File: src/shared/bcdr_pkg.sv
// Package for the bridge control and diagnostic register bank.
// Assumes a 10 MHz core clock and 32-bit configuration-space access.
package bcdr_pkg;

  // Configuration-space byte offsets of the two registers.
  localparam logic [7:0] BCDR_DIAG0_OFS = 8'hC0;
  localparam logic [7:0] BCDR_DIAG1_OFS = 8'hC4;

  // Reset values.
  localparam logic [31:0] BCDR_DIAG0_RST = 32'h00000000;
  localparam logic [31:0] BCDR_DIAG1_RST = 32'h00120108;

  // Writable bits of each register.
  localparam logic [31:0] BCDR_DIAG0_WMASK = 32'h000300FE;
  localparam logic [31:0] BCDR_DIAG1_WMASK = 32'h001FFFFF;

  // Bits cleared by the fundamental reset and by the global reset.
  localparam logic [31:0] BCDR_DIAG0_FUNDAMENTAL_RESET_N_MASK = 32'h0000007E;
  localparam logic [31:0] BCDR_DIAG0_GLOBAL_RESET_N_MASK = 32'h00030000;
  localparam logic [31:0] BCDR_DIAG1_FUNDAMENTAL_RESET_N_MASK = 32'h001FFFFF;

  // Threshold extras in doublewords and line multipliers.
  localparam logic [9:0] BCDR_THR_EXTRA_4 = 10'h004;
  localparam logic [9:0] BCDR_THR_EXTRA_8 = 10'h008;
  localparam logic [9:0] BCDR_THR_EXTRA_12 = 10'h00C;
  localparam logic [1:0] BCDR_THR_1LINE = 2'h1;
  localparam logic [1:0] BCDR_THR_2LINE = 2'h2;

  // Cache line sizes in doublewords.
  localparam logic [7:0] BCDR_CL_DEFAULT_DW = 8'h08;
  localparam logic [7:0] BCDR_CL_VALID_A = 8'h08;
  localparam logic [7:0] BCDR_CL_VALID_B = 8'h10;
  localparam logic [7:0] BCDR_CL_VALID_C = 8'h20;
  localparam logic [7:0] BCDR_SINGLE_DW = 8'h01;

  // Entry timer tick lengths, in picoseconds and in clock cycles.
  localparam int BCDR_CLK_PERIOD_PS = 100000;
  localparam int BCDR_L1_TICK_PS = 512000;
  localparam int BCDR_L0S_TICK_PS = 16000;
  localparam int BCDR_L1_TICK_RAW =
    (BCDR_L1_TICK_PS + BCDR_CLK_PERIOD_PS - 1) / BCDR_CLK_PERIOD_PS;
  localparam int BCDR_L0S_TICK_RAW =
    (BCDR_L0S_TICK_PS + BCDR_CLK_PERIOD_PS - 1) / BCDR_CLK_PERIOD_PS;
  localparam logic [2:0] BCDR_L1_TICK_CYC =
    3'((BCDR_L1_TICK_RAW < 1) ? 1 : BCDR_L1_TICK_RAW);
  localparam logic [2:0] BCDR_L0S_TICK_CYC =
    3'((BCDR_L0S_TICK_RAW < 1) ? 1 : BCDR_L0S_TICK_RAW);

  // Layout of the first diagnostic register (all 32 bits).
  typedef struct packed {
    logic [13:0] zero_hi;
    logic dis_bridge_pme;
    logic dis_ohci_pme;
    logic [7:0] zero_mid;
    logic cl_check_en;
    logic four_line_prefetch;
    logic [1:0] up_thresh;
    logic up_thresh_en;
    logic cfg_mem_access;
    logic rsvd1;
    logic zero0;
  } bcdr_diag0_t;

  // Layout of the second diagnostic register.
  typedef struct packed {
    logic [10:0] zero_hi;
    logic [2:0] l1_exit_async;
    logic [2:0] l1_exit_common;
    logic [3:0] rsvd_hi;
    logic secondary_reset_mask;
    logic [3:0] l1_entry_timer;
    logic [3:0] l0s_entry_timer;
    logic [1:0] rsvd_lo;
  } bcdr_diag1_t;

  // One configuration-space access request.
  typedef struct packed {
    logic req;
    logic we;
    logic [7:0] addr;
    logic [3:0] be;
    logic [31:0] wdata;
  } bcdr_cfg_req_t;

endpackage

File: src/design/bcdr_regs.sv
// Bridge control and diagnostic register bank with prefetch sizing,
// upstream threshold gating, latency mirroring and link entry timers.
// Assumes configuration accesses and bridge status come from the core
// clock domain; only the two reset pins arrive asynchronously.
//
// Functional notes
// - Four-line prefetch plus forced multiple read prefetch four lines on all reads.
// - Read prefetch disable overrides four-line prefetch; burst reads fetch one doubleword.
// - Four-line prefetch acts only while cache-line checking is enabled.
// - Threshold field selects one line plus 4, 8, 12 DW or two lines plus 4.
// - With bit 3 set, upstream transactions are accepted only when the selected space is free.
// - An invalid cache line size counts as eight doublewords for the threshold.
// - Bit 3 enables threshold mode; disabled after reset.
// - Bit 2 lets configuration accesses reach memory-mapped configuration registers.
// - Bit 0 of the first register is read-only zero.
// - Fundamental-reset fields clear when the PCIe or global reset is low.
// - Global-class fields clear only on global reset or power-on reset.
// - Bits 31 to 21 of the second register read as zero.
// - With common clock set, the asynchronous exit latency feeds link capabilities.
// - With common clock clear, the common exit latency feeds link capabilities.
// - Bit 10 masks the secondary bus reset requested by bridge control.
// - L1 entry timer counts 512 ns ticks, default four; here each tick is 6 clock cycles (600 ns).
// - L0s entry timer counts 62.5 MHz ticks, default two; here each tick is one 100 ns clock cycle.
`timescale 1ns/1ns

module bcdr_regs
  import bcdr_pkg::*;
(
  // Clock and resets.
  input wire logic i_mclk,
  input wire logic i_rst_b,
  input wire logic i_pcie_rst_b,
  input wire logic i_global_reset_n,

  // Configuration-space access.
  input wire bcdr_cfg_req_t i_cfg,
  output logic [31:0] o_cfg_rdata,
  output logic o_cfg_ack,

  // Upstream read prefetch sizing.
  input wire logic i_force_multiple_read,
  input wire logic i_read_prefetch_disable,
  input wire logic i_read_multiple,
  input wire logic i_burst_read,
  input wire logic [7:0] i_cache_line_size,
  output logic [7:0] o_prefetch_dw,

  // Upstream request acceptance.
  input wire logic i_up_req,
  input wire logic [9:0] i_buf_free_dw,
  output logic o_up_accept,

  // Configuration access to memory-mapped registers.
  output logic o_cfg_mem_access_en,

  // Link capabilities mirror.
  input wire logic i_common_clock_config,
  output logic [2:0] o_link_cap_l1_exit,

  // Secondary bus reset.
  input wire logic i_secondary_reset_request,
  output logic o_secondary_reset,

  // Power management disables.
  output logic o_dis_bridge_pme,
  output logic o_dis_ohci_pme,

  // Active-state link entry timers.
  input wire logic i_link_activity,
  output logic o_l1_entry_req,
  output logic o_l0s_entry_req
);

  logic perst_s1_reg;
  logic perst_s2_reg;
  logic global_reset_n_s1_reg;
  logic global_reset_n_s2_reg;
  logic fundamental_reset_n_active;
  logic global_reset_n_active;
  bcdr_diag0_t diag0_reg;
  bcdr_diag0_t diag0_next;
  bcdr_diag1_t diag1_reg;
  bcdr_diag1_t diag1_next;
  logic hit0;
  logic hit1;
  logic rd_strobe;
  logic [31:0] rdata_next;
  logic [7:0] cl_dw;
  logic [9:0] need_dw;
  logic [7:0] prefetch_next;
  logic [3:0] tmr_limit [2];
  logic [2:0] tmr_tick_len [2];
  logic tmr_req [2];

  // Applies byte enables and the writable mask to a register write.
  function automatic logic [31:0] be_write(input logic [31:0] old_v,
                                           input logic [31:0] new_v,
                                           input logic [3:0] be,
                                           input logic [31:0] wmask);
    logic [31:0] m;
    m = {{8{be[3]}}, {8{be[2]}}, {8{be[1]}}, {8{be[0]}}} & wmask;
    return (old_v & ~m) | (new_v & m);
  endfunction

  // Cache line length in doublewords, eight when the size is invalid.
  function automatic logic [7:0] line_dw(input logic [7:0] size);
    if ((size == BCDR_CL_VALID_A) || (size == BCDR_CL_VALID_B) ||
        (size == BCDR_CL_VALID_C)) begin
      return size;
    end
    return BCDR_CL_DEFAULT_DW;
  endfunction

  // Forces the masked bits back to their reset values.
  function automatic logic [31:0] reset_fields(input logic [31:0] cur,
                                               input logic [31:0] rst_v,
                                               input logic [31:0] mask);
    return (cur & ~mask) | (rst_v & mask);
  endfunction

  // Matches a live configuration request against one register offset.
  function automatic logic cfg_hit(input bcdr_cfg_req_t req,
                                   input logic [7:0] ofs);
    return req.req && (req.addr == ofs);
  endfunction

  // Synchronises the reset pins into the core clock domain.
  always_ff @(posedge i_mclk or negedge i_rst_b) begin
    if (!i_rst_b) begin
      perst_s1_reg <= 1'b0;
      perst_s2_reg <= 1'b0;
      global_reset_n_s1_reg <= 1'b0;
      global_reset_n_s2_reg <= 1'b0;
    end else begin
      perst_s1_reg <= i_pcie_rst_b;
      perst_s2_reg <= perst_s1_reg;
      global_reset_n_s1_reg <= i_global_reset_n;
      global_reset_n_s2_reg <= global_reset_n_s1_reg;
    end
  end

  // Internal fundamental reset follows either reset pin.
  assign fundamental_reset_n_active = !(perst_s2_reg && global_reset_n_s2_reg);
  assign global_reset_n_active = !global_reset_n_s2_reg;

  assign hit0 = cfg_hit(i_cfg, BCDR_DIAG0_OFS);
  assign hit1 = cfg_hit(i_cfg, BCDR_DIAG1_OFS);
  assign rd_strobe = i_cfg.req && !i_cfg.we;

  // Next value of the first diagnostic register.
  always_comb begin
    logic [31:0] v;
    v = diag0_reg;
    if (hit0 && i_cfg.we) begin
      v = be_write(v, i_cfg.wdata, i_cfg.be, BCDR_DIAG0_WMASK);
    end
    if (fundamental_reset_n_active) begin
      v = reset_fields(v, BCDR_DIAG0_RST, BCDR_DIAG0_FUNDAMENTAL_RESET_N_MASK);
    end
    if (global_reset_n_active) begin
      v = reset_fields(v, BCDR_DIAG0_RST, BCDR_DIAG0_GLOBAL_RESET_N_MASK);
    end
    diag0_next = bcdr_diag0_t'(v);
  end

  // Next value of the second diagnostic register.
  always_comb begin
    logic [31:0] v;
    v = diag1_reg;
    if (hit1 && i_cfg.we) begin
      v = be_write(v, i_cfg.wdata, i_cfg.be, BCDR_DIAG1_WMASK);
    end
    if (fundamental_reset_n_active) begin
      v = reset_fields(v, BCDR_DIAG1_RST, BCDR_DIAG1_FUNDAMENTAL_RESET_N_MASK);
    end
    diag1_next = bcdr_diag1_t'(v);
  end

  // Power-on reset restores both registers in full.
  always_ff @(posedge i_mclk or negedge i_rst_b) begin
    if (!i_rst_b) begin
      diag0_reg <= bcdr_diag0_t'(BCDR_DIAG0_RST);
      diag1_reg <= bcdr_diag1_t'(BCDR_DIAG1_RST);
    end else begin
      diag0_reg <= diag0_next;
      diag1_reg <= diag1_next;
    end
  end

  // Read data selected by offset; writes and unmapped offsets read zero.
  always_comb begin
    rdata_next = 32'h00000000;
    if (rd_strobe && hit0) begin
      rdata_next = diag0_reg;
    end else if (rd_strobe && hit1) begin
      rdata_next = diag1_reg;
    end
  end

  // Read data and acknowledge, one cycle after the request.
  always_ff @(posedge i_mclk or negedge i_rst_b) begin
    if (!i_rst_b) begin
      o_cfg_rdata <= 32'h00000000;
      o_cfg_ack <= 1'b0;
    end else begin
      o_cfg_ack <= i_cfg.req;
      o_cfg_rdata <= rdata_next;
    end
  end

  assign cl_dw = line_dw(i_cache_line_size);

  // Prefetch length in doublewords for the current upstream read.
  always_comb begin
    prefetch_next = cl_dw;
    if (i_read_prefetch_disable) begin
      if (i_burst_read) begin
        prefetch_next = BCDR_SINGLE_DW;
      end
    end else if (diag0_reg.four_line_prefetch && diag0_reg.cl_check_en &&
                 (i_read_multiple || i_force_multiple_read)) begin
      prefetch_next = 8'(cl_dw << 2);
    end else if (i_read_multiple) begin
      prefetch_next = 8'(cl_dw << 1);
    end
  end

  always_ff @(posedge i_mclk or negedge i_rst_b) begin
    if (!i_rst_b) begin
      o_prefetch_dw <= 8'h00;
    end else begin
      o_prefetch_dw <= prefetch_next;
    end
  end

  // Free space required by the threshold setting.
  always_comb begin
    case (diag0_reg.up_thresh)
      2'h0: need_dw = 10'(cl_dw) + BCDR_THR_EXTRA_4;
      2'h1: need_dw = 10'(cl_dw) + BCDR_THR_EXTRA_8;
      2'h2: need_dw = 10'(cl_dw) + BCDR_THR_EXTRA_12;
      2'h3: need_dw = 10'(cl_dw) * 10'(BCDR_THR_2LINE) + BCDR_THR_EXTRA_4;
      default: need_dw = 10'(cl_dw) * 10'(BCDR_THR_1LINE);
    endcase
  end

  // Acceptance gate for upstream transactions.
  assign o_up_accept = i_up_req &&
    (!diag0_reg.up_thresh_en || (i_buf_free_dw >= need_dw));

  // Configuration access enable for memory-mapped registers.
  always_ff @(posedge i_mclk or negedge i_rst_b) begin
    if (!i_rst_b) begin
      o_cfg_mem_access_en <= 1'b0;
    end else begin
      o_cfg_mem_access_en <= diag0_reg.cfg_mem_access;
    end
  end

  // Power management disables, kept across a fundamental reset.
  always_ff @(posedge i_mclk or negedge i_rst_b) begin
    if (!i_rst_b) begin
      o_dis_bridge_pme <= 1'b0;
      o_dis_ohci_pme <= 1'b0;
    end else begin
      o_dis_bridge_pme <= diag0_reg.dis_bridge_pme;
      o_dis_ohci_pme <= diag0_reg.dis_ohci_pme;
    end
  end

  // Exit latency mirror into the link capabilities field.
  always_ff @(posedge i_mclk or negedge i_rst_b) begin
    if (!i_rst_b) begin
      o_link_cap_l1_exit <= 3'h0;
    end else if (i_common_clock_config) begin
      o_link_cap_l1_exit <= diag1_reg.l1_exit_async;
    end else begin
      o_link_cap_l1_exit <= diag1_reg.l1_exit_common;
    end
  end

  // Secondary bus reset passes unless masked.
  always_ff @(posedge i_mclk or negedge i_rst_b) begin
    if (!i_rst_b) begin
      o_secondary_reset <= 1'b0;
    end else begin
      o_secondary_reset <= i_secondary_reset_request &&
                           !diag1_reg.secondary_reset_mask;
    end
  end

  // Timer 0 is the L1 entry timer, timer 1 the L0s entry timer.
  assign tmr_limit[0] = diag1_reg.l1_entry_timer;
  assign tmr_limit[1] = diag1_reg.l0s_entry_timer;
  assign tmr_tick_len[0] = BCDR_L1_TICK_CYC;
  assign tmr_tick_len[1] = BCDR_L0S_TICK_CYC;

  genvar g;
  generate
    for (g = 0; g < 2; g++) begin : g_tmr
      logic [2:0] div_reg;
      logic tick;
      logic [3:0] idle_reg;

      // Tick divider, restarted by traffic so ticks stay aligned.
      assign tick = (div_reg == 3'(tmr_tick_len[g] - 3'h1));

      always_ff @(posedge i_mclk or negedge i_rst_b) begin
        if (!i_rst_b) begin
          div_reg <= 3'h0;
        end else if (i_link_activity || tick) begin
          div_reg <= 3'h0;
        end else begin
          div_reg <= div_reg + 3'h1;
        end
      end

      // Idle tick count, saturating at the programmed limit.
      always_ff @(posedge i_mclk or negedge i_rst_b) begin
        if (!i_rst_b) begin
          idle_reg <= 4'h0;
        end else if (i_link_activity) begin
          idle_reg <= 4'h0;
        end else if (tick && (idle_reg < tmr_limit[g])) begin
          idle_reg <= idle_reg + 4'h1;
        end
      end

      // Entry request holds while the link stays idle.
      always_ff @(posedge i_mclk or negedge i_rst_b) begin
        if (!i_rst_b) begin
          tmr_req[g] <= 1'b0;
        end else begin
          tmr_req[g] <= !i_link_activity &&
                        (idle_reg >= tmr_limit[g]);
        end
      end
    end
  endgenerate

  assign o_l1_entry_req = tmr_req[0];
  assign o_l0s_entry_req = tmr_req[1];

endmodule

File: config.mk
export PLATFORM = sky130hd
export DESIGN_NAME = bcdr_regs
export DESIGN_NICKNAME = d
export VERILOG_FILES = /design/src/shared/bcdr_pkg.sv /design/src/design/bcdr_regs.sv
export SDC_FILE = /design/constraint.sdc
export NUM_CORES = 1
export LEC_CHECK = 0
export ABC_AREA = 1
export BUFFER_PORTS_ARGS = -buffer_cell sky130_fd_sc_hd__buf_2
export CAP_MARGIN = 10
export CORE_UTILIZATION = 37
export DETAILED_ROUTE_END_ITERATION = 12
export GPL_TIMING_DRIVEN = 1
export SLEW_MARGIN = 20
export SYNTH_ARGS = -nofsm -noshare
export SYNTH_HDL_FRONTEND = slang
export SYNTH_SLANG_ARGS = --single-unit
File: constraint.sdc
create_clock -name i_mclk -period 3.3 [get_ports i_mclk]
set_input_delay 0.33 -clock i_mclk [delete_from_list [all_inputs] [get_ports i_mclk]]
set_output_delay 0.33 -clock i_mclk [all_outputs]
set_load 0.01 [all_outputs]
# --- Word-level counts from Yosys, hierarchy flattened ---
# Cells that the tools add are included.
# W data, S select, Z words.
word_totals:
  out_inout_bits: 51
  reg_bits: 132
  in_bits: 76
  ram_bits: 0
  rom_bits: 0
  latchBits: 0
  mem_count: 0
classes:
  order_cmp: 5
  bitwise_logic: 8
  mux: 22
  eq_ne: 10
  reduce_logical: 30
  shifts: 0
  multipliers: 0
  n_addsub: 8
  div: 0
op_table:
  columns: ["cell", "count"]
  rows:
  - ["$mux W32", 4]
  - ["$and A32 B32 Y32", 2]
  - ["$or A32 B32 Y32", 2]
  - ["$mux W8", 6]
  - ["$pmux W10 S4", 1]
  - ["$and A32 B18 Y32", 1]
  - ["$and A32 B21 Y32", 1]
  - ["$not A18 Y32", 1]
  - ["$not A21 Y32", 1]
  - ["$mux W21", 1]
  - ["$add A8 B4 Y9 const B", 2]
  - ["$mux W18", 1]
  - ["$eq A8 B8 Y1 const B", 2]
  - ["$logic_and A1 B1 Y1", 16]
  - ["$mux W4", 4]
  - ["$add A9 B3 Y10 const B", 1]
  - ["$ge A10 B10 Y1", 1]
  - ["$add A8 B3 Y9 const B", 1]
  - ["$mux W3", 3]
  - ["$add A4 B1 Y4 const B", 2]
  - ["$eq A8 B4 Y1 const B", 1]
  - ["$eq A8 B5 Y1 const B", 1]
  - ["$eq A8 B6 Y1 const B", 1]
  - ["$ge A4 B4 Y1", 2]
  - ["other kinds (13)", 25]

# --- Longest topological paths before layout ---
logic_depth:
  ltp_word: 10
  ltp_mapped: 20
  ltp_nobuf: 20

# --- Worst setup path after synthesis ---
# No wires, ideal clock.
synth_timing:
  path_type: "input to output"
  from: "in i_cache_line_size[0]"
  to: "out o_up_accept"
  slack_ns: 0.742
  n_path_buf: 0
  t_arrival_ns: 2.228
  path_stages: 13
  t_required_ns: 2.970
  path_cell_list: "nor2_2 -> nand2_1 -> nor3_2 -> fa_1 -> nand2_1 -> o211ai_1 -> ha_1 -> nand2_1 -> nor2_1 -> nand3_1 -> nand4_1 -> nor2_1 -> nor2_1"
synth_via:
  elab_chain_cells: 10
synth_rtl:
  columns: ["item", "line", "source"]
  rows:
  - ["from (decl)", "bcdr_regs.sv:45", "input wire logic [7:0] i_cache_line_size,"]
  - ["$eq A8 B4 Y1 or $eq A8 B5 Y1 (tied branches)", "bcdr_regs.sv:107", "if ((size == BCDR_CL_VALID_A) || (size == BCDR_CL_VALID_B) ||"]
  - ["$logic_or A1 B1 Y1 (2 in a row)", "bcdr_regs.sv:107", null]
  - ["$mux W1", "bcdr_regs.sv:107", null]
  - ["$mux W8 (*)", "bcdr_regs.sv:111", "return BCDR_CL_DEFAULT_DW;"]
  - ["$add A9 B3 Y10, or another cell as far along", "bcdr_regs.sv:242", "2'h3: need_dw = 10'(cl_dw) * 10'(BCDR_THR_2LINE) + BCDR_THR_EXTRA_4;"]
  - ["$pmux W10 S4 (*)", "bcdr_regs.sv:238", "case (diag0_reg.up_thresh)"]
  - ["$ge A10 B10 Y1 (*)", "bcdr_regs.sv:249", "(!diag0_reg.up_thresh_en || (i_buf_free_dw >= need_dw));"]
  - ["$logic_or A1 B1 Y1 (*)", "bcdr_regs.sv:249", null]
  - ["$logic_and A1 B1 Y1 (*)", "bcdr_regs.sv:248", "assign o_up_accept = i_up_req &&"]
  - ["to (decl)", "bcdr_regs.sv:51", "output logic o_up_accept,"]
# Mark *: on every way between the ends. The rest lies on a longest branch, timed or not. The select of a mux whose other input is x is not followed.

# --- Worst setup path in the final report ---
layout_timing:
  from: "reg diag0_reg[5] (netlist bit)"
  to: "out o_up_accept"
layout_via:
  elab_chain_cells: 5
layout_rtl:
  columns: ["item", "line", "source"]
  rows:
  - ["from (decl)", "bcdr_regs.sv:80", "bcdr_diag0_t diag0_reg;"]
  - ["from (signal assigned)", "bcdr_regs.sv:182", "diag0_reg <= bcdr_diag0_t'(BCDR_DIAG0_RST);"]
  - ["from (signal assigned)", "bcdr_regs.sv:185", "diag0_reg <= diag0_next;"]
  - ["$eq A2 B2 Y1, or another cell as far along", "bcdr_regs.sv:238", null]
  - ["$pmux W10 S4 (*)", "bcdr_regs.sv:238", null]
  - ["$ge A10 B10 Y1 (*)", "bcdr_regs.sv:249", null]
  - ["$logic_or A1 B1 Y1 (*)", "bcdr_regs.sv:249", null]
  - ["$logic_and A1 B1 Y1 (*)", "bcdr_regs.sv:248", null]
# Mark *: on every way between the ends. The rest lies on a longest branch, timed or not.

==> metrics.txt <==
total negative slack 0 ns; post-synth top area share 0.4539; DRT iter0 DRCs 224; number of H-tree levels 3; Post-Syn Instances 549; setup slack, reg-to-reg 1.38 ns; static power due to leakage 3.013 nW; Die X-Extent 113.2 µm; Peak VDD IR 0.2415 mV; Setup Skew 0.008001 ns; power density cells 445.9 nW/µm²; global-route total usage across every layer 0.1724; worst setup slack after placement 0.2637 ns; standard cell with the maximum stage delay on the critical path dfrtp_1; pin count of the biggest net entering global routing 43; CP Max Fanout 4; IO buf count 103; Worst path most repeated cell nand2_1; initial core utilization 0.3809; cell area after synthesis 4576 µm²; main area contributors after synthesis dfrtp_1 (45%), nand2_1 (10%), ha_1 (7.4%), inv_1 (6.5%), nand3_1 (5.9%); average cell area after synthesis 8.334 µm²; number of global-route vias before repair 3,764; half-perimeter wire length after detailed placement 7619 µm; final count of negative-setup-slack endpoints 0; unrepaired setup endpoints after global routing false; cell accounting for the most synthesized area dfrtp_1; detailed-route wire length 10,340 µm; launching point of the worst reg2reg path global_reset_n_s2_reg; Boundary Pins 127; final net count 765; clock buffers created by TritonCTS 9; type of element launching the critical path flop; antenna viol nets, final 0; average routed wire per standard cell 12.71 µm; number of DRC violations after detailed routing 0; wire length of the first global-routing pass 17,260 µm; clock period minus worst slack 3.025 ns; Layout fillers 1,194; status completed; number of maximum-capacitance constraint violations 0; arrival time at the worst endpoint 2.69 ns; number of distinct library cell variants in the gate-level netlist after synthesis 39; endpoint required time on the critical path 2.97 ns; Worst Path Class, Setup flop to output pin; Synth Register Bits 87; Crit. Startpoint diag0_reg[5]; routability congestion estimate from global placement 0.7584; crit-path cells inv_1 -> nor2_1 -> inv_1 -> fa_1 -> nand3b_1 -> nand3_1 -> nand2_1 -> nor2_1 -> ha_1 -> nand2_1 -> inv_1 -> nand2_1 -> nand2_1 -> nand2_1 -> nand4_1 -> nor2_1 -> nor2_1 -> buf_2; synth warn 0; post-CTS setup repair buffer count 0; sort of element at the end of the critical path output pin; initial antenna violation count 0; Vias 3,872; Largest stage delay, worst path 0.39 ns; Max Fclk 330.6 MHz; DIE AREA 12,820 µm²; worst min-delay path startpoint i_global_reset_n; clock tree from TritonCTS done; DR vias/cell 4.763; Clk pin slew, worst setup/hold paths 0.06 ns; number of standard-cell rows in the floorplan 40; CTS Root Cell clkbuf_16; Synth-to-Final Area Change 20.59%; max-slew violations 0; share of the yosys chip area belonging to registers 0.4769; buffer levels on the longest clock path 2; number of antenna repair diodes 0; first-pass detailed-route iteration total 6; Slew @ Worst Pin 0.9812 ns; max-slew headroom at the worst pin 0.3440; remaining global-route overflow 0; clock sink total 87; fraction of final layout cells sized beyond drive strength 1 0.2072; post-route worst setup slack 0.2754 ns; Skew-Pair Late Insertion Delay 0.35 ns; Hold WC Path Type input pin to flop; area of the placeable core 12,010 µm²; Tcrit/Tclk final 0.9165; Die Span Y 113.2 µm; Final Hold Fails 0
[worst paths after layout]
path / end / depth (start not counted)
min in group asynchronous: o_cfg_rdata[18] / 2
min: global_reset_n_s1_reg / 1
max reg2reg: diag1_reg[10] / 5
min reg2reg: perst_s2_reg / 0
max: o_up_accept / 18
max in group asynchronous: diag1_reg[20] / 3
[final cells by class]
cell class	count	area (µm²)	area share
Timing Repair Buffer	106	543.0	0.09841
Clock inverter	6	68.82	0.01247
Multi-Input combinational cell	373	1991	0.3608
Sequential cell	87	2182	0.3955
Clock buffer	10	229.0	0.04150
Tap cell	147	183.9	0.03333
Inverter	84	320.3	0.05805
[routing by layer]
metal  vias up  part of all wire  GRT usage
li1       1945                 -          -
met1      1837              0.44     0.2018
met2        76              0.50     0.3010
met3        14             0.044    0.04981
met4         0             0.017    0.06053
met5         -                 0          0
[synth_stat cells (all sizes together)]
master,number
xnor2,2
xor2,4
dfstp,4
o211ai,5
fa,1
buf,19
clkbuf,5
o31ai,1
ha,27
nor3,3
nand3b,3
nand3,56
conb,2
o22ai,9
dfrtp,83
o21bai,2
and2b,1
o21ai,44
nand4,2
clkinv,2
inv,82
a21oi,17
nor2,47
or2,1
a21o,2
nand2,125
[where the power goes]
group / total (mW) / leakage (nW) / switching [mW] / internal, mW
combinational: 0.304 / 1.70 / 0.195 / 0.109
sequential: 1.13 / 1.17 / 0.0233 / 1.11
clock: 1.02 / 0.143 / 0.431 / 0.592
total: 2.46 / 3.01 / 0.650 / 1.81
[through the flow]
step | total power, mW | hold WS (ns) | instances | utilization | instance area [µm²]
after CTS | 2.492 | 0.08192 | 813 | 0.4589 | 5512
after global placement | 1.443 | 0.3397 | 796 | 0.4332 | 5204
final | 2.460 | 0.09161 | 813 | 0.4594 | 5518
after detailed placement | 1.456 | 0.3435 | 796 | 0.4332 | 5204
after floorplan | 1.343 | 0.03441 | 568 | - | 4647
after global routing | 2.588 | 0.08607 | 813 | 0.4594 | 5518
[cells in the final DEF (no fill, tap or decap), types with 3 or more instances in the layout]
cell type / count
nor2_1: 44
clkbuf_16: 9
a21oi_1: 17
o21ai_1: 23
buf_4: 3
o22ai_1: 9
o21ai_0: 21
inv_1: 79
ha_1: 27
o211ai_1: 5
conb_1: 21
nand3b_1: 3
dfstp_2: 4
buf_2: 102
nand2_1: 124
nand3_1: 54
inv_2: 3
dfrtp_1: 83
xor2_1: 4
[timing repair]
item | in CTS | in global routing
setup endpoints to repair | 0 | 1
hold buffers | 1 | 0
resized for setup | 0 | 1
endpoints found under the hold margin | 39 | 0
[worst max-delay path: cells and delay by family (launching register included)]
family | cells | cell delay (ns)
AND/OR/NAND/NOR | 12 | 1.01
adder cells (fa/ha/maj) | 2 | 0.60
flip-flops | 1 | 0.39
buffers and inverters | 4 | 0.33
[logic make-up (layout without fill, tap and decap cells)]
kind of cell             count (synthesis)  count (layout)  synth area share
AO/OA/AOI/OAI                           80              80           0.09543
flip-flops                              87              87            0.4769
adder cells (fa/ha/maj)                 28              28           0.07821
AND/OR/NAND/NOR                        238             238            0.2313
buffers and inverters                  108             206            0.1050
XOR/XNOR                                 6               6           0.01148
other                                    2              21          0.001641
Power figures use the tool's default switching activity.
